[src/rtl/cfg_pkg.sv]
// Package: register map, field layout, reset values and carriers
package cfg_pkg;
  // How it works
  // RL1: One drive-style bit per interrupt line 3..7, at register bits 3..7.
  // RL2: Style 0 drives the line active high, high impedance when not driven.
  // RL3: Style 1 pulls the line low, open collector, so it can be shared.
  // RL4: Interrupt drive-style bits reset to 0; low three bits are reserved.
  // RL5: Drive count 0 gives two drives, selected directly without a decoder.
  // RL6: Drive count 1 gives encoded selects for an external four-drive decoder.
  // RL7: Four-drive operation forces the drive powerdown enable off.
  // RL8: Drive count resets from straps in extended hardware mode, else two drives.
  // RL9: Address select 0 decodes the floppy controller at ports 3F0-3F7.
  // RL10: Address select 1 decodes the floppy controller at ports 370-377.
  // RL11: Address select resets to 0 in software modes, from straps in hardware modes.
  // RL12: The floppy controller runs only while its enable bit is 1.
  // RL13: Enable resets to 1 in software modes, from straps in hardware modes.
  // RL14: Disabled controller leaves interrupt line 6 and its DMA request floating.
  // RL15: Every floppy configuration bit is writable and reads back its value.
  // RL16: Floppy configuration resets to count 0, address 0, enable 1; bits 6:2 reserved.
  // RL17: Mode field: 00 sw motherboard, 01 sw add-in, 10 ext hw, 11 basic hw.
  // RL18: Host writes an index port, then uses the target port; straps pick the pair.
  // RL19: Reserved bits read as zero and ignore writes.

  // Register indexes
  localparam logic [7:0] IDX_IRQ_MODE  = 8'h03;
  localparam logic [7:0] IDX_FDC_CFG   = 8'h10;
  // Field positions
  localparam int         IRQ_STYLE_LSB = 3;
  localparam int         QTY_BIT       = 7;
  localparam int         ADS_BIT       = 1;
  localparam int         EN_BIT        = 0;
  // Reset values for the software modes
  localparam logic [4:0] IRQ_STYLE_RST = 5'h00;
  localparam logic       QTY_RST       = 1'h0;
  localparam logic       ADS_RST       = 1'h0;
  localparam logic       EN_RST        = 1'h1;
  // Index and target ports, primary and secondary pair
  localparam logic [9:0] IDX_PORT_PRI  = 10'h022;
  localparam logic [9:0] TGT_PORT_PRI  = 10'h023;
  localparam logic [9:0] IDX_PORT_SEC  = 10'h024;
  localparam logic [9:0] TGT_PORT_SEC  = 10'h025;
  // Floppy controller port ranges, eight ports each
  localparam logic [9:0] FDC_BASE_PRI  = 10'h3f0;
  localparam logic [9:0] FDC_BASE_SEC  = 10'h370;
  // Cycles after reset release until the synchronised straps are valid
  localparam logic [1:0] STRAP_WAIT    = 2'h2;

  typedef enum logic [1:0] {
    MODE_SW_MOTHERBOARD = 2'b00,
    MODE_SW_ADDIN       = 2'b01,
    MODE_HW_EXTENDED    = 2'b10,
    MODE_HW_BASIC       = 2'b11
  } cfg_mode_t;

  // ISA pins seen by the block
  typedef struct packed {
    logic       aen;
    logic       ior_n;
    logic       iow_n;
    logic [9:0] addr;
    logic [7:0] data;
  } isa_in_t;

  // Strap pins
  typedef struct packed {
    cfg_mode_t configuration_mode_field;
    logic      port_secondary;
    logic      drive_count_select;
    logic      controller_address_select;
    logic      controller_enable;
  } strap_t;

  // State of the configuration block
  typedef struct packed {
    logic [1:0] strap_cnt;
    logic       loaded;
    cfg_mode_t  mode;
    logic [7:0] index;
    logic [4:0] irq_style;
    logic       drive_count_select;
    logic       controller_address_select;
    logic       controller_enable;
    logic       iow_n_prev;
    logic       wr_ok;
    logic [9:0] wr_addr;
    logic [7:0] wr_data;
    logic [7:0] rd_data;
    logic       rd_oe;
    logic       fdc_cs;
    logic [1:0] ds_n;
    logic       dec_en_n;
  } ctrl_state_t;
endpackage

[src/rtl/pin_sync.sv]
// Two-flip-flop synchroniser for a vector of pins
module pin_sync #(
  parameter int W = 1
) (
  input  wire logic         clk_i,
  input  wire logic         reset_n_i,
  input  wire logic [W-1:0] pin_i,
  output logic      [W-1:0] sync_o
);
  typedef struct packed {
    logic [W-1:0] s1;
    logic [W-1:0] s2;
  } sync_t;

  sync_t st_ff;
  sync_t nxt_st;

  // First stage feeds only the second
  always_comb begin
    nxt_st.s1 = pin_i;
    nxt_st.s2 = st_ff.s1;
  end

  always_ff @(posedge clk_i or negedge reset_n_i) begin
    if (!reset_n_i) begin
      st_ff <= '0;
    end else begin
      st_ff <= nxt_st;
    end
  end

  assign sync_o = st_ff.s2;
endmodule

[src/rtl/irq_pin_drive.sv]
// Pin drivers for interrupt lines 3..7 and the floppy DMA request
module irq_pin_drive #(
  parameter int LINES = 5,
  parameter int FDC_LINE = 3
) (
  input  wire logic             clk_i,
  input  wire logic             reset_n_i,
  input  wire logic [LINES-1:0] style_i,
  input  wire logic [LINES-1:0] req_i,
  input  wire logic [LINES-1:0] line_en_i,
  input  wire logic             fdc_en_i,
  input  wire logic             drq_i,
  output logic      [LINES-1:0] irq_o,
  output logic      [LINES-1:0] irq_oe_n_o,
  output logic                  drq_o,
  output logic                  drq_oe_n_o
);
  typedef struct packed {
    logic [LINES-1:0] out;
    logic [LINES-1:0] oe_n;
    logic             drq;
    logic             drq_oe_n;
  } drive_t;

  drive_t st_ff;
  drive_t nxt_st;
  logic   live;

  // Per-line drive style, floppy line gated by the enable
  always_comb begin
    nxt_st = st_ff;
    live   = 1'b0;
    for (int i = 0; i < LINES; i++) begin
      live = line_en_i[i] && (i != FDC_LINE || fdc_en_i); // RL14
      if (!style_i[i]) begin
        nxt_st.out[i]  = req_i[i];                        // RL2
        nxt_st.oe_n[i] = !live;                           // RL2
      end else begin
        nxt_st.out[i]  = 1'b0;                            // RL3
        nxt_st.oe_n[i] = !(live && req_i[i]);             // RL3
      end
    end
    nxt_st.drq      = drq_i;
    nxt_st.drq_oe_n = !fdc_en_i;                          // RL14
  end

  always_ff @(posedge clk_i or negedge reset_n_i) begin
    if (!reset_n_i) begin
      st_ff <= '{out: '0, oe_n: '1, drq: 1'b0, drq_oe_n: 1'b1};
    end else begin
      st_ff <= nxt_st;
    end
  end

  assign irq_o      = st_ff.out;
  assign irq_oe_n_o = st_ff.oe_n;
  assign drq_o      = st_ff.drq;
  assign drq_oe_n_o = st_ff.drq_oe_n;
endmodule

[src/rtl/irq_fdc_cfg.sv]
// Interrupt drive style and floppy controller configuration registers
module irq_fdc_cfg (
  input  wire logic       clk_i,
  input  wire logic       reset_n_i,
  // ISA pins
  input  wire logic [9:0] sa_i,
  input  wire logic [7:0] sd_i,
  input  wire logic       ior_n_i,
  input  wire logic       iow_n_i,
  input  wire logic       aen_i,
  output logic      [7:0] sd_o,
  output logic            sd_oe_n_o,
  // Strap pins
  input  wire logic [1:0] mode_strap_i,
  input  wire logic       port_strap_i,
  input  wire logic       qty_strap_i,
  input  wire logic       ads_strap_i,
  input  wire logic       en_strap_i,
  // Interrupt sources for lines 3..7
  input  wire logic [4:0] irq_req_i,
  input  wire logic [4:0] irq_line_en_i,
  output logic      [4:0] irq_o,
  output logic      [4:0] irq_oe_n_o,
  // Floppy controller side
  input  wire logic       fdc_drq_i,
  output logic            floppy_dma_request_o,
  output logic            floppy_dma_request_oe_n_o,
  input  wire logic [1:0] drive_num_i,
  input  wire logic       drive_active_i,
  output logic      [1:0] drive_sel_n_o,
  output logic            drive_decoder_en_n_o,
  input  wire logic       drive_powerdown_enable_i,
  output logic            drive_powerdown_enable_o,
  output logic            fdc_cs_o,
  output logic            controller_enable_o,
  output logic            drive_count_select_o,
  output logic            controller_address_select_o,
  output logic      [1:0] configuration_mode_field_o
);
  cfg_pkg::ctrl_state_t st_ff;
  cfg_pkg::ctrl_state_t nxt_st;
  cfg_pkg::isa_in_t     bus;
  cfg_pkg::strap_t      strap;
  logic [9:0]           fdc_base;
  logic                 rd_hit;
  logic                 wr_done;

  // Index or target port match for the strapped pair
  function automatic logic port_is(input logic [9:0] addr, input logic sec,
                                   input logic target);
    logic [9:0] want;
    if (target) begin
      want = sec ? cfg_pkg::TGT_PORT_SEC : cfg_pkg::TGT_PORT_PRI;
    end else begin
      want = sec ? cfg_pkg::IDX_PORT_SEC : cfg_pkg::IDX_PORT_PRI;
    end
    return addr == want;
  endfunction

  // Readback of a mapped index, reserved bits as zero
  function automatic logic [7:0] reg_value(input cfg_pkg::ctrl_state_t s);
    logic [7:0] v;
    v = 8'h00;
    if (s.index == cfg_pkg::IDX_IRQ_MODE) begin
      v[cfg_pkg::IRQ_STYLE_LSB +: 5] = s.irq_style;              // RL19
    end else if (s.index == cfg_pkg::IDX_FDC_CFG) begin
      v[cfg_pkg::QTY_BIT] = s.drive_count_select;                // RL15
      v[cfg_pkg::ADS_BIT] = s.controller_address_select;         // RL15
      v[cfg_pkg::EN_BIT]  = s.controller_enable;                 // RL15
    end
    return v;
  endfunction

  // Bus pins pass two flip-flops
  pin_sync #(
    .W ($bits(cfg_pkg::isa_in_t))
  ) u_bus_sync (
    .clk_i     (clk_i),
    .reset_n_i (reset_n_i),
    .pin_i     ({aen_i, ior_n_i, iow_n_i, sa_i, sd_i}),
    .sync_o    (bus)
  );

  // Straps pass two flip-flops as well
  pin_sync #(
    .W ($bits(cfg_pkg::strap_t))
  ) u_strap_sync (
    .clk_i     (clk_i),
    .reset_n_i (reset_n_i),
    .pin_i     ({mode_strap_i, port_strap_i, qty_strap_i, ads_strap_i, en_strap_i}),
    .sync_o    (strap)
  );

  // Base of the floppy controller range
  assign fdc_base = st_ff.controller_address_select ? cfg_pkg::FDC_BASE_SEC
                                                    : cfg_pkg::FDC_BASE_PRI; // RL9 RL10

  // Read hit on the index port or a mapped target
  assign rd_hit = st_ff.loaded && !bus.aen && !bus.ior_n &&
                  (port_is(bus.addr, strap.port_secondary, 1'b0) ||
                   (port_is(bus.addr, strap.port_secondary, 1'b1) &&
                    (st_ff.index == cfg_pkg::IDX_IRQ_MODE ||
                     st_ff.index == cfg_pkg::IDX_FDC_CFG)));  // RL18

  // End of a write cycle seen on the synchronised strobe
  assign wr_done = bus.iow_n && !st_ff.iow_n_prev && st_ff.wr_ok && st_ff.loaded;

  // Next-state logic
  always_comb begin
    nxt_st = st_ff;
    // Strap capture once the synchronisers hold valid levels
    if (!st_ff.loaded) begin
      nxt_st.strap_cnt = st_ff.strap_cnt + 2'h1;
      if (st_ff.strap_cnt == cfg_pkg::STRAP_WAIT) begin
        nxt_st.loaded = 1'b1;
        nxt_st.mode   = strap.configuration_mode_field;          // RL17
        if (strap.configuration_mode_field == cfg_pkg::MODE_HW_EXTENDED) begin
          nxt_st.drive_count_select = strap.drive_count_select;  // RL8
        end
        if (strap.configuration_mode_field[1]) begin
          nxt_st.controller_address_select = strap.controller_address_select; // RL11
          nxt_st.controller_enable         = strap.controller_enable;         // RL13
        end
      end
    end
    // Hold address and data while the write strobe is low
    nxt_st.iow_n_prev = bus.iow_n;
    if (!bus.iow_n) begin
      nxt_st.wr_addr = bus.addr;
      nxt_st.wr_data = bus.data;
      nxt_st.wr_ok   = !bus.aen;
    end
    // Commit at the trailing edge of the write
    if (wr_done) begin
      nxt_st.wr_ok = 1'b0;
      if (port_is(st_ff.wr_addr, strap.port_secondary, 1'b0)) begin
        nxt_st.index = st_ff.wr_data;                            // RL18
      end else if (port_is(st_ff.wr_addr, strap.port_secondary, 1'b1)) begin
        if (st_ff.index == cfg_pkg::IDX_IRQ_MODE) begin
          nxt_st.irq_style = st_ff.wr_data[cfg_pkg::IRQ_STYLE_LSB +: 5]; // RL1
        end else if (st_ff.index == cfg_pkg::IDX_FDC_CFG) begin
          nxt_st.drive_count_select        = st_ff.wr_data[cfg_pkg::QTY_BIT]; // RL15
          nxt_st.controller_address_select = st_ff.wr_data[cfg_pkg::ADS_BIT]; // RL15
          nxt_st.controller_enable         = st_ff.wr_data[cfg_pkg::EN_BIT];  // RL15
        end
      end
    end
    // Read data and bus drive
    nxt_st.rd_oe   = rd_hit;
    nxt_st.rd_data = 8'h00;
    if (rd_hit) begin
      nxt_st.rd_data = port_is(bus.addr, strap.port_secondary, 1'b0) ? st_ff.index
                                                                     : reg_value(st_ff);
    end
    // Floppy controller chip select
    nxt_st.fdc_cs = st_ff.controller_enable && !bus.aen &&
                    (!bus.ior_n || !bus.iow_n) &&
                    bus.addr[9:3] == fdc_base[9:3];              // RL9 RL10 RL12
    // Drive selects: direct for two drives, encoded for four
    if (!st_ff.drive_count_select) begin
      nxt_st.ds_n[0]  = !(drive_active_i && drive_num_i == 2'h0); // RL5
      nxt_st.ds_n[1]  = !(drive_active_i && drive_num_i == 2'h1); // RL5
      nxt_st.dec_en_n = 1'b1;                                     // RL5
    end else begin
      nxt_st.ds_n     = drive_num_i;                              // RL6
      nxt_st.dec_en_n = !drive_active_i;                          // RL6
    end
  end

  // State register with software-mode defaults
  always_ff @(posedge clk_i or negedge reset_n_i) begin
    if (!reset_n_i) begin
      st_ff <= '{
        strap_cnt:                 2'h0,
        loaded:                    1'b0,
        mode:                      cfg_pkg::MODE_SW_MOTHERBOARD,
        index:                     8'h00,
        irq_style:                 cfg_pkg::IRQ_STYLE_RST,       // RL4
        drive_count_select:        cfg_pkg::QTY_RST,             // RL16
        controller_address_select: cfg_pkg::ADS_RST,             // RL16
        controller_enable:         cfg_pkg::EN_RST,              // RL16
        iow_n_prev:                1'b1,
        wr_ok:                     1'b0,
        wr_addr:                   10'h000,
        wr_data:                   8'h00,
        rd_data:                   8'h00,
        rd_oe:                     1'b0,
        fdc_cs:                    1'b0,
        ds_n:                      2'h3,
        dec_en_n:                  1'b1
      };
    end else begin
      st_ff <= nxt_st;
    end
  end

  // Interrupt and DMA request pins
  irq_pin_drive #(
    .LINES    (5),
    .FDC_LINE (3)
  ) u_drive (
    .clk_i      (clk_i),
    .reset_n_i  (reset_n_i),
    .style_i    (st_ff.irq_style),
    .req_i      (irq_req_i),
    .line_en_i  (irq_line_en_i),
    .fdc_en_i   (st_ff.controller_enable),
    .drq_i      (fdc_drq_i),
    .irq_o      (irq_o),
    .irq_oe_n_o (irq_oe_n_o),
    .drq_o      (floppy_dma_request_o),
    .drq_oe_n_o (floppy_dma_request_oe_n_o)
  );

  // Outputs
  assign sd_o                        = st_ff.rd_data;
  assign sd_oe_n_o                   = !st_ff.rd_oe;
  assign fdc_cs_o                    = st_ff.fdc_cs;
  assign drive_sel_n_o               = st_ff.ds_n;
  assign drive_decoder_en_n_o        = st_ff.dec_en_n;
  assign drive_powerdown_enable_o    = drive_powerdown_enable_i &&
                                       !st_ff.drive_count_select;   // RL7
  assign controller_enable_o         = st_ff.controller_enable;     // RL12
  assign drive_count_select_o        = st_ff.drive_count_select;
  assign controller_address_select_o = st_ff.controller_address_select;
  assign configuration_mode_field_o  = st_ff.mode;
endmodule

[config.mk]
export PLATFORM = sky130hd
export DESIGN_NAME = irq_fdc_cfg
export DESIGN_NICKNAME = d
export VERILOG_FILES = /design/src/rtl/cfg_pkg.sv /design/src/rtl/pin_sync.sv /design/src/rtl/irq_pin_drive.sv /design/src/rtl/irq_fdc_cfg.sv
export SDC_FILE = /design/constraint.sdc
export NUM_CORES = 1
export LEC_CHECK = 0
export BUFFER_PORTS_ARGS = -buffer_cell sky130_fd_sc_hd__buf_4
export CORE_ASPECT_RATIO = 1.4
export CORE_UTILIZATION = 54
export CTS_CLUSTER_DIAMETER = 200
export DETAILED_ROUTE_END_ITERATION = 8
export PLACE_DENSITY_LB_ADDON = 0.2
export SYNTH_ARGS = -nofsm -noshare
export SYNTH_HDL_FRONTEND = slang
export SYNTH_SLANG_ARGS = --single-unit
[constraint.sdc]
create_clock -name clk_i -period 2.3 [get_ports clk_i]
set_input_delay 0.115 -clock clk_i [delete_from_list [all_inputs] [get_ports clk_i]]
set_output_delay 0.115 -clock clk_i [all_outputs]
set_load 0.02 [all_outputs]
== Yosys cells after proc, flatten, opt, wreduce, memory -nomap -nowiden ==
Index checks and enable logic that the tools add are counted.

* Output and inout port bits: 31
* Input bits: 44
* Register bits after elaboration: 120
* Word-level logic and storage cells: 124

* Bitwise operators: 2
* Reduce and logical (&&, ||, !) cells: 46
* $add $sub $neg: 1
* Multiplexer cells: 38
* Equal/unequal tests: 12

{| class="wikitable"
|+ Operators with widths
! kind !! number
|-
| == test 10 bit || 5
|-
| two-way mux 10 bit || 4
|-
| two-way mux 3 bit || 12
|-
| two-way mux 8 bit || 3
|-
| zero test 1 bit || 20
|-
| logical AND 1 bit || 19
|-
| two-way mux 19 bit || 1
|-
| two-way mux 1 bit || 14
|-
| == test 8 x 2 -> 1 bit, second input constant || 1
|-
| == test 8 x 5 -> 1 bit, second input constant || 1
|-
| == test 7 bit || 1
|-
| two-way mux 2 bit || 3
|-
| == test 2 bit, second input constant || 2
|-
| two-way mux 4 bit || 1
|-
| AND reduction 2 bit || 2
|-
| AND reduction 4 bit || 1
|-
| logical OR 1 bit || 3
|-
| adder 2 x 1 -> 2 bit, second input constant || 1
|-
| == test 2 x 1 -> 1 bit, second input constant || 1
|-
| zero test 2 bit || 1
|-
| inequality test 2 bit, second input constant || 1
|-
| NOT 1 bit || 2
|}

== Depth between registers and ports, before layout ==
* Word-level depth: 12
* Gate-level depth with buffers: 6
* Gate-level depth less buffers: 6

== Hierarchy ==
Synthesis repeated with hierarchy kept, for this count alone.

* Cell total of the unflattened synthesis: 275
* Area, all modules: 4185.3 sq um

{| class="wikitable"
|+ By module, submodules not included
! module !! area an instance (sq um) !! seq. area each (sq um) !! instances !! cells an instance
|-
| irq_fdc_cfg || 2424.8 || 1357.6 || 1 || 193
|-
| pin_sync at u_bus_sync || 1051.0 || 1051.0 || 1 || 42
|-
| irq_pin_drive || 409.1 || 307.8 || 1 || 28
|-
| pin_sync at u_strap_sync || 300.3 || 300.3 || 1 || 12
|}

== Least setup slack after synthesis ==
Ideal clock, no wire load.

* Path type: register to register
* Start point: register st_ff[28] (netlist name)
* End point: register st_ff[41] (netlist name)
* Clock period less this slack: 1848 ps
* Data arrival time: 1723 ps
* Setup slack: 452 ps
* Cell stages (with the launch flop): 5
* Path buffers: 0
* Required time: 2175 ps
* Library setup time: 125 ps
* Path through: dfrtp_1 > nor4b_2 > nand4_2 > nor4b_4 > mux2_2

* Word-level cells in the longest chain between the ends: 2

{| class="wikitable"
|+ Ends and longest elaborated chain
! item !! RTL line !! text
|-
| start, declared || irq_fdc_cfg.sv:40 || <nowiki>cfg_pkg::ctrl_state_t st_ff;</nowiki>
|-
| start signal, assigned || irq_fdc_cfg.sv:173 || <nowiki>st_ff <= '{</nowiki>
|-
| start signal, assigned || irq_fdc_cfg.sv:193 || <nowiki>st_ff <= nxt_st;</nowiki>
|-
| == test 10 bit || irq_fdc_cfg.sv:57 || <nowiki>return addr == want;</nowiki>
|-
| AND reduction 2 bit (no source line) || - ||
|}

Every way passes these cells.
A chain may end at the register's enable or synchronous reset.

== Worst setup path after layout ==
* Start point: register st_ff[28] (netlist name)
* End point: register st_ff[47] (netlist name)

The elaborated chain is that of the path after synthesis.

==> flow_summary.ini <==
[critical_path]
criticalPathCategory = flop to flop
r2r_start = st_ff[28]
cp_max_fo = 8
worstPathRequired_ns = 2.68
start_kind = flop
crit_arrival_ns = 2.40
critical_path.endpoint_type = flop
crit_start = st_ff[28]

[synthesis]
synth.area.top_cells = dfrtp_1 65%, mux2_2 10%, dfstp_2 6.9%
async_flop_share_pct = 100
synth_edf_count = 0
ys_seq_area_share_pct = 72.2
yosysUniqueCellTypes = 38
synth.most_common_cell = dfrtp_1
synth_nets = 314
ys.flop_type = dfrtp_1
yosys.area.top_type_share_pct = 65.2
synth_top_area_cell = dfrtp_1
syn_inst = 269
yosys-top-cells-count = 109 x dfrtp_1, 38 x mux2_2, 14 x nand2_1
synth_area_mm2 = 0.00418
synth_seq_cells = 120
avgSynthCellArea_um2 = 15.5
ys_warn_count = 0

[sta]
tightest_slew_ns = 0.721
hold_viol = 0
rsz0062_at_grt = false
skew_ns = 0.00580
period_minus_slack_ns = 2.01
slew_viol_final = 0
finalCritPeriodShare_pct = 87.6
final.setup.tns_ns = 0
relSlewSlack_pct = 51.9
fmax_mhz = 496
setup_viol = 0

[flow_run]
max-cap-violations = 0

[drt]
routed.top_layer = met4
vias_per_cell = 4.94
met2_wirelength_um = 4220
drt_first_pass_iters = 4
drc = 0
drt_iter0_drc = 70
vias = 2525
ant_nets = 0
met3WireLength_um = 300
routed_wl_um = 7630
wl_met1_um = 3000
wl_per_cell_um = 14.9

[power]
ir_drop_mv = 0.989
leakage_nw = 2.72
power_density_mw_per_mm2 = 906

[clock_network]
clk_latency_ns = 0.50
cts.htree.levels = 4
root_buffer = clkbuf_8
post_cts_resized = 0
cts.sinks = 120
clockBufferDepth = 2
clkTransAtPathRegs_ns = 0.05
cts_made_buffers = 17
cts_tree = yes

[floorplan]
rows = 37
die-width_um = 76.4
die_area_mm2 = 0.00810
start_util_pct = 56.4
core_mm2 = 0.00741
io_pins = 75
die_y_um = 106

[placement]
placed_cells = 431
io_buffers = 74
hpwl_um = 4680
place_congestion = 0.850

[layout]
multi_input_area_mm2 = 0.00104
diodes = 0
fill_cells = 431
seq_area_mm2 = 0.00302
syn2layout_area_growth_pct = 42.1
drive_above_1_share_pct = 40.1
layout.cells.non_filler = 511
fin_nets = 446

[global_routing]
grt-ovfl-total = 0
grt_max_degree = 54
track_usage_pct = 21.6
grt_pass1_vias = 2739
antenna_found_initial = 0
grt_first_pass_wirelength_um = 12800

[min_path]
min_path_type = primary input to asynchronous set/reset pin

[status]
status = finished, final reports clean
repair_timing:
item | in CTS | in global routing
buffers inserted | 0 | 0
hold buffers | 48 | 0
endpoints found under the hold margin | 95 | 0
where the power goes:
| part | switching, W | total [W] | internal (W) |
|---|---|---|---|
| Sequential | 0.0000576 | 0.00228 | 0.00222 |
| Clock | 0.000840 | 0.00280 | 0.00196 |
| Combinational | 0.000129 | 0.000306 | 0.000177 |
path summary, 6_finish.rpt:
check	depth (start not counted)	endpoint	slack, ns
setup / recovery	4	st_ff[47]	0.29
hold reg to reg	0	u_bus_sync.sync_o[4]	0.34
setup reg to reg	4	st_ff[47]	0.29
hold / removal	2	configuration_mode_field_o[1]	0.12
min in group clk_i	2	u_bus_sync.nxt_st[1]	0.26
max in group asynchronous	3	u_drive.drq_o	1.42
placed cells by master, fill, tap and decap left out, types with 3 or more instances in the layout:
| master | count |
|---|---|
| nand2_1 | 14 |
| nor2_1 | 5 |
| a21oi_1 | 3 |
| nor3b_1 | 4 |
| nor2b_1 | 8 |
| nor4b_1 | 3 |
| mux2_2 | 38 |
| dfrtp_1 | 109 |
| buf_4 | 78 |
| bufinv_16 | 4 |
| clkbuf_8 | 8 |
| clkbuf_16 | 16 |
| nand3_1 | 6 |
| clkinv_2 | 3 |
| o21ai_0 | 5 |
| dlygate4sd3_1 | 48 |
| inv_1 | 8 |
| a21boi_0 | 7 |
| and3b_1 | 3 |
| dfstp_2 | 11 |
layout make-up:
class | instances | share of cell area, %
timing repair buffer | 127 | 18.3
multi-input combinational | 127 | 17.4
clock inverter | 7 | 2.28
clock buffer | 25 | 8.66
inverter | 8 | 0.506
tap | 97 | 2.04
sequential | 120 | 50.8
worst max-delay path, stage by stage (launching register included):
cell	delay (ns)
dfrtp_1	0.38
nor4b_2	0.30
nand4_2	0.23
nor4b_4	0.58
mux2_2	0.40
cell families after synthesis:
| kind of cell | after synthesis | synth area share, % |
|---|---|---|
| AO/OA/AOI/OAI | 24 | 4.01 |
| XOR/XNOR | 2 | 0.419 |
| adder cells (fa/ha/maj) | 1 | 0.299 |
| buffers and inverters | 22 | 3.05 |
| flip-flops | 120 | 72.2 |
| multiplexers | 38 | 10.2 |
| AND/OR/NAND/NOR | 62 | 9.82 |
sequential cells by signal, summed over array words and instances (netlist names), 2 cells and up:
signal	count
st_ff	37
drive_sel_n_o	2
configuration_mode_field_o	2
u_strap_sync.nxt_st	6
u_strap_sync.sync_o	6
u_bus_sync.sync_o	21
sd_o	8
u_drive.irq_oe_n_o	5
u_bus_sync.nxt_st	21
u_drive.irq_o	5
per-stage QoR:
| step | util [%] | setup slack, ns | total power (W) | instance area (µm²) | hold WS (ns) |
|---|---|---|---|---|---|
| 2_1_floorplan | - | 0.452 | 0.00240 | 4180 | -0.181 |
| 3_3_place_gp | 64.9 | 0.327 | 0.00254 | 4810 | 0.112 |
| 3_5_place_dp | 64.9 | 0.289 | 0.00256 | 4810 | 0.113 |
| 4_1_cts | 80.2 | 0.261 | 0.00542 | 5940 | 0.119 |
| 5_1_grt | 80.2 | 0.129 | 0.00557 | 5940 | 0.158 |
| 6_report | 80.2 | 0.286 | 0.00538 | 5940 | 0.120 |
metal layers:
layer / vias up / GRT usage (%)
met5: - / 0
met4: 0 / 10.7
met3: 10 / 6.27
met2: 71 / 38.0
met1: 1259 / 23.7
li1: 1185 / -
(Power assumes the default switching activity.)
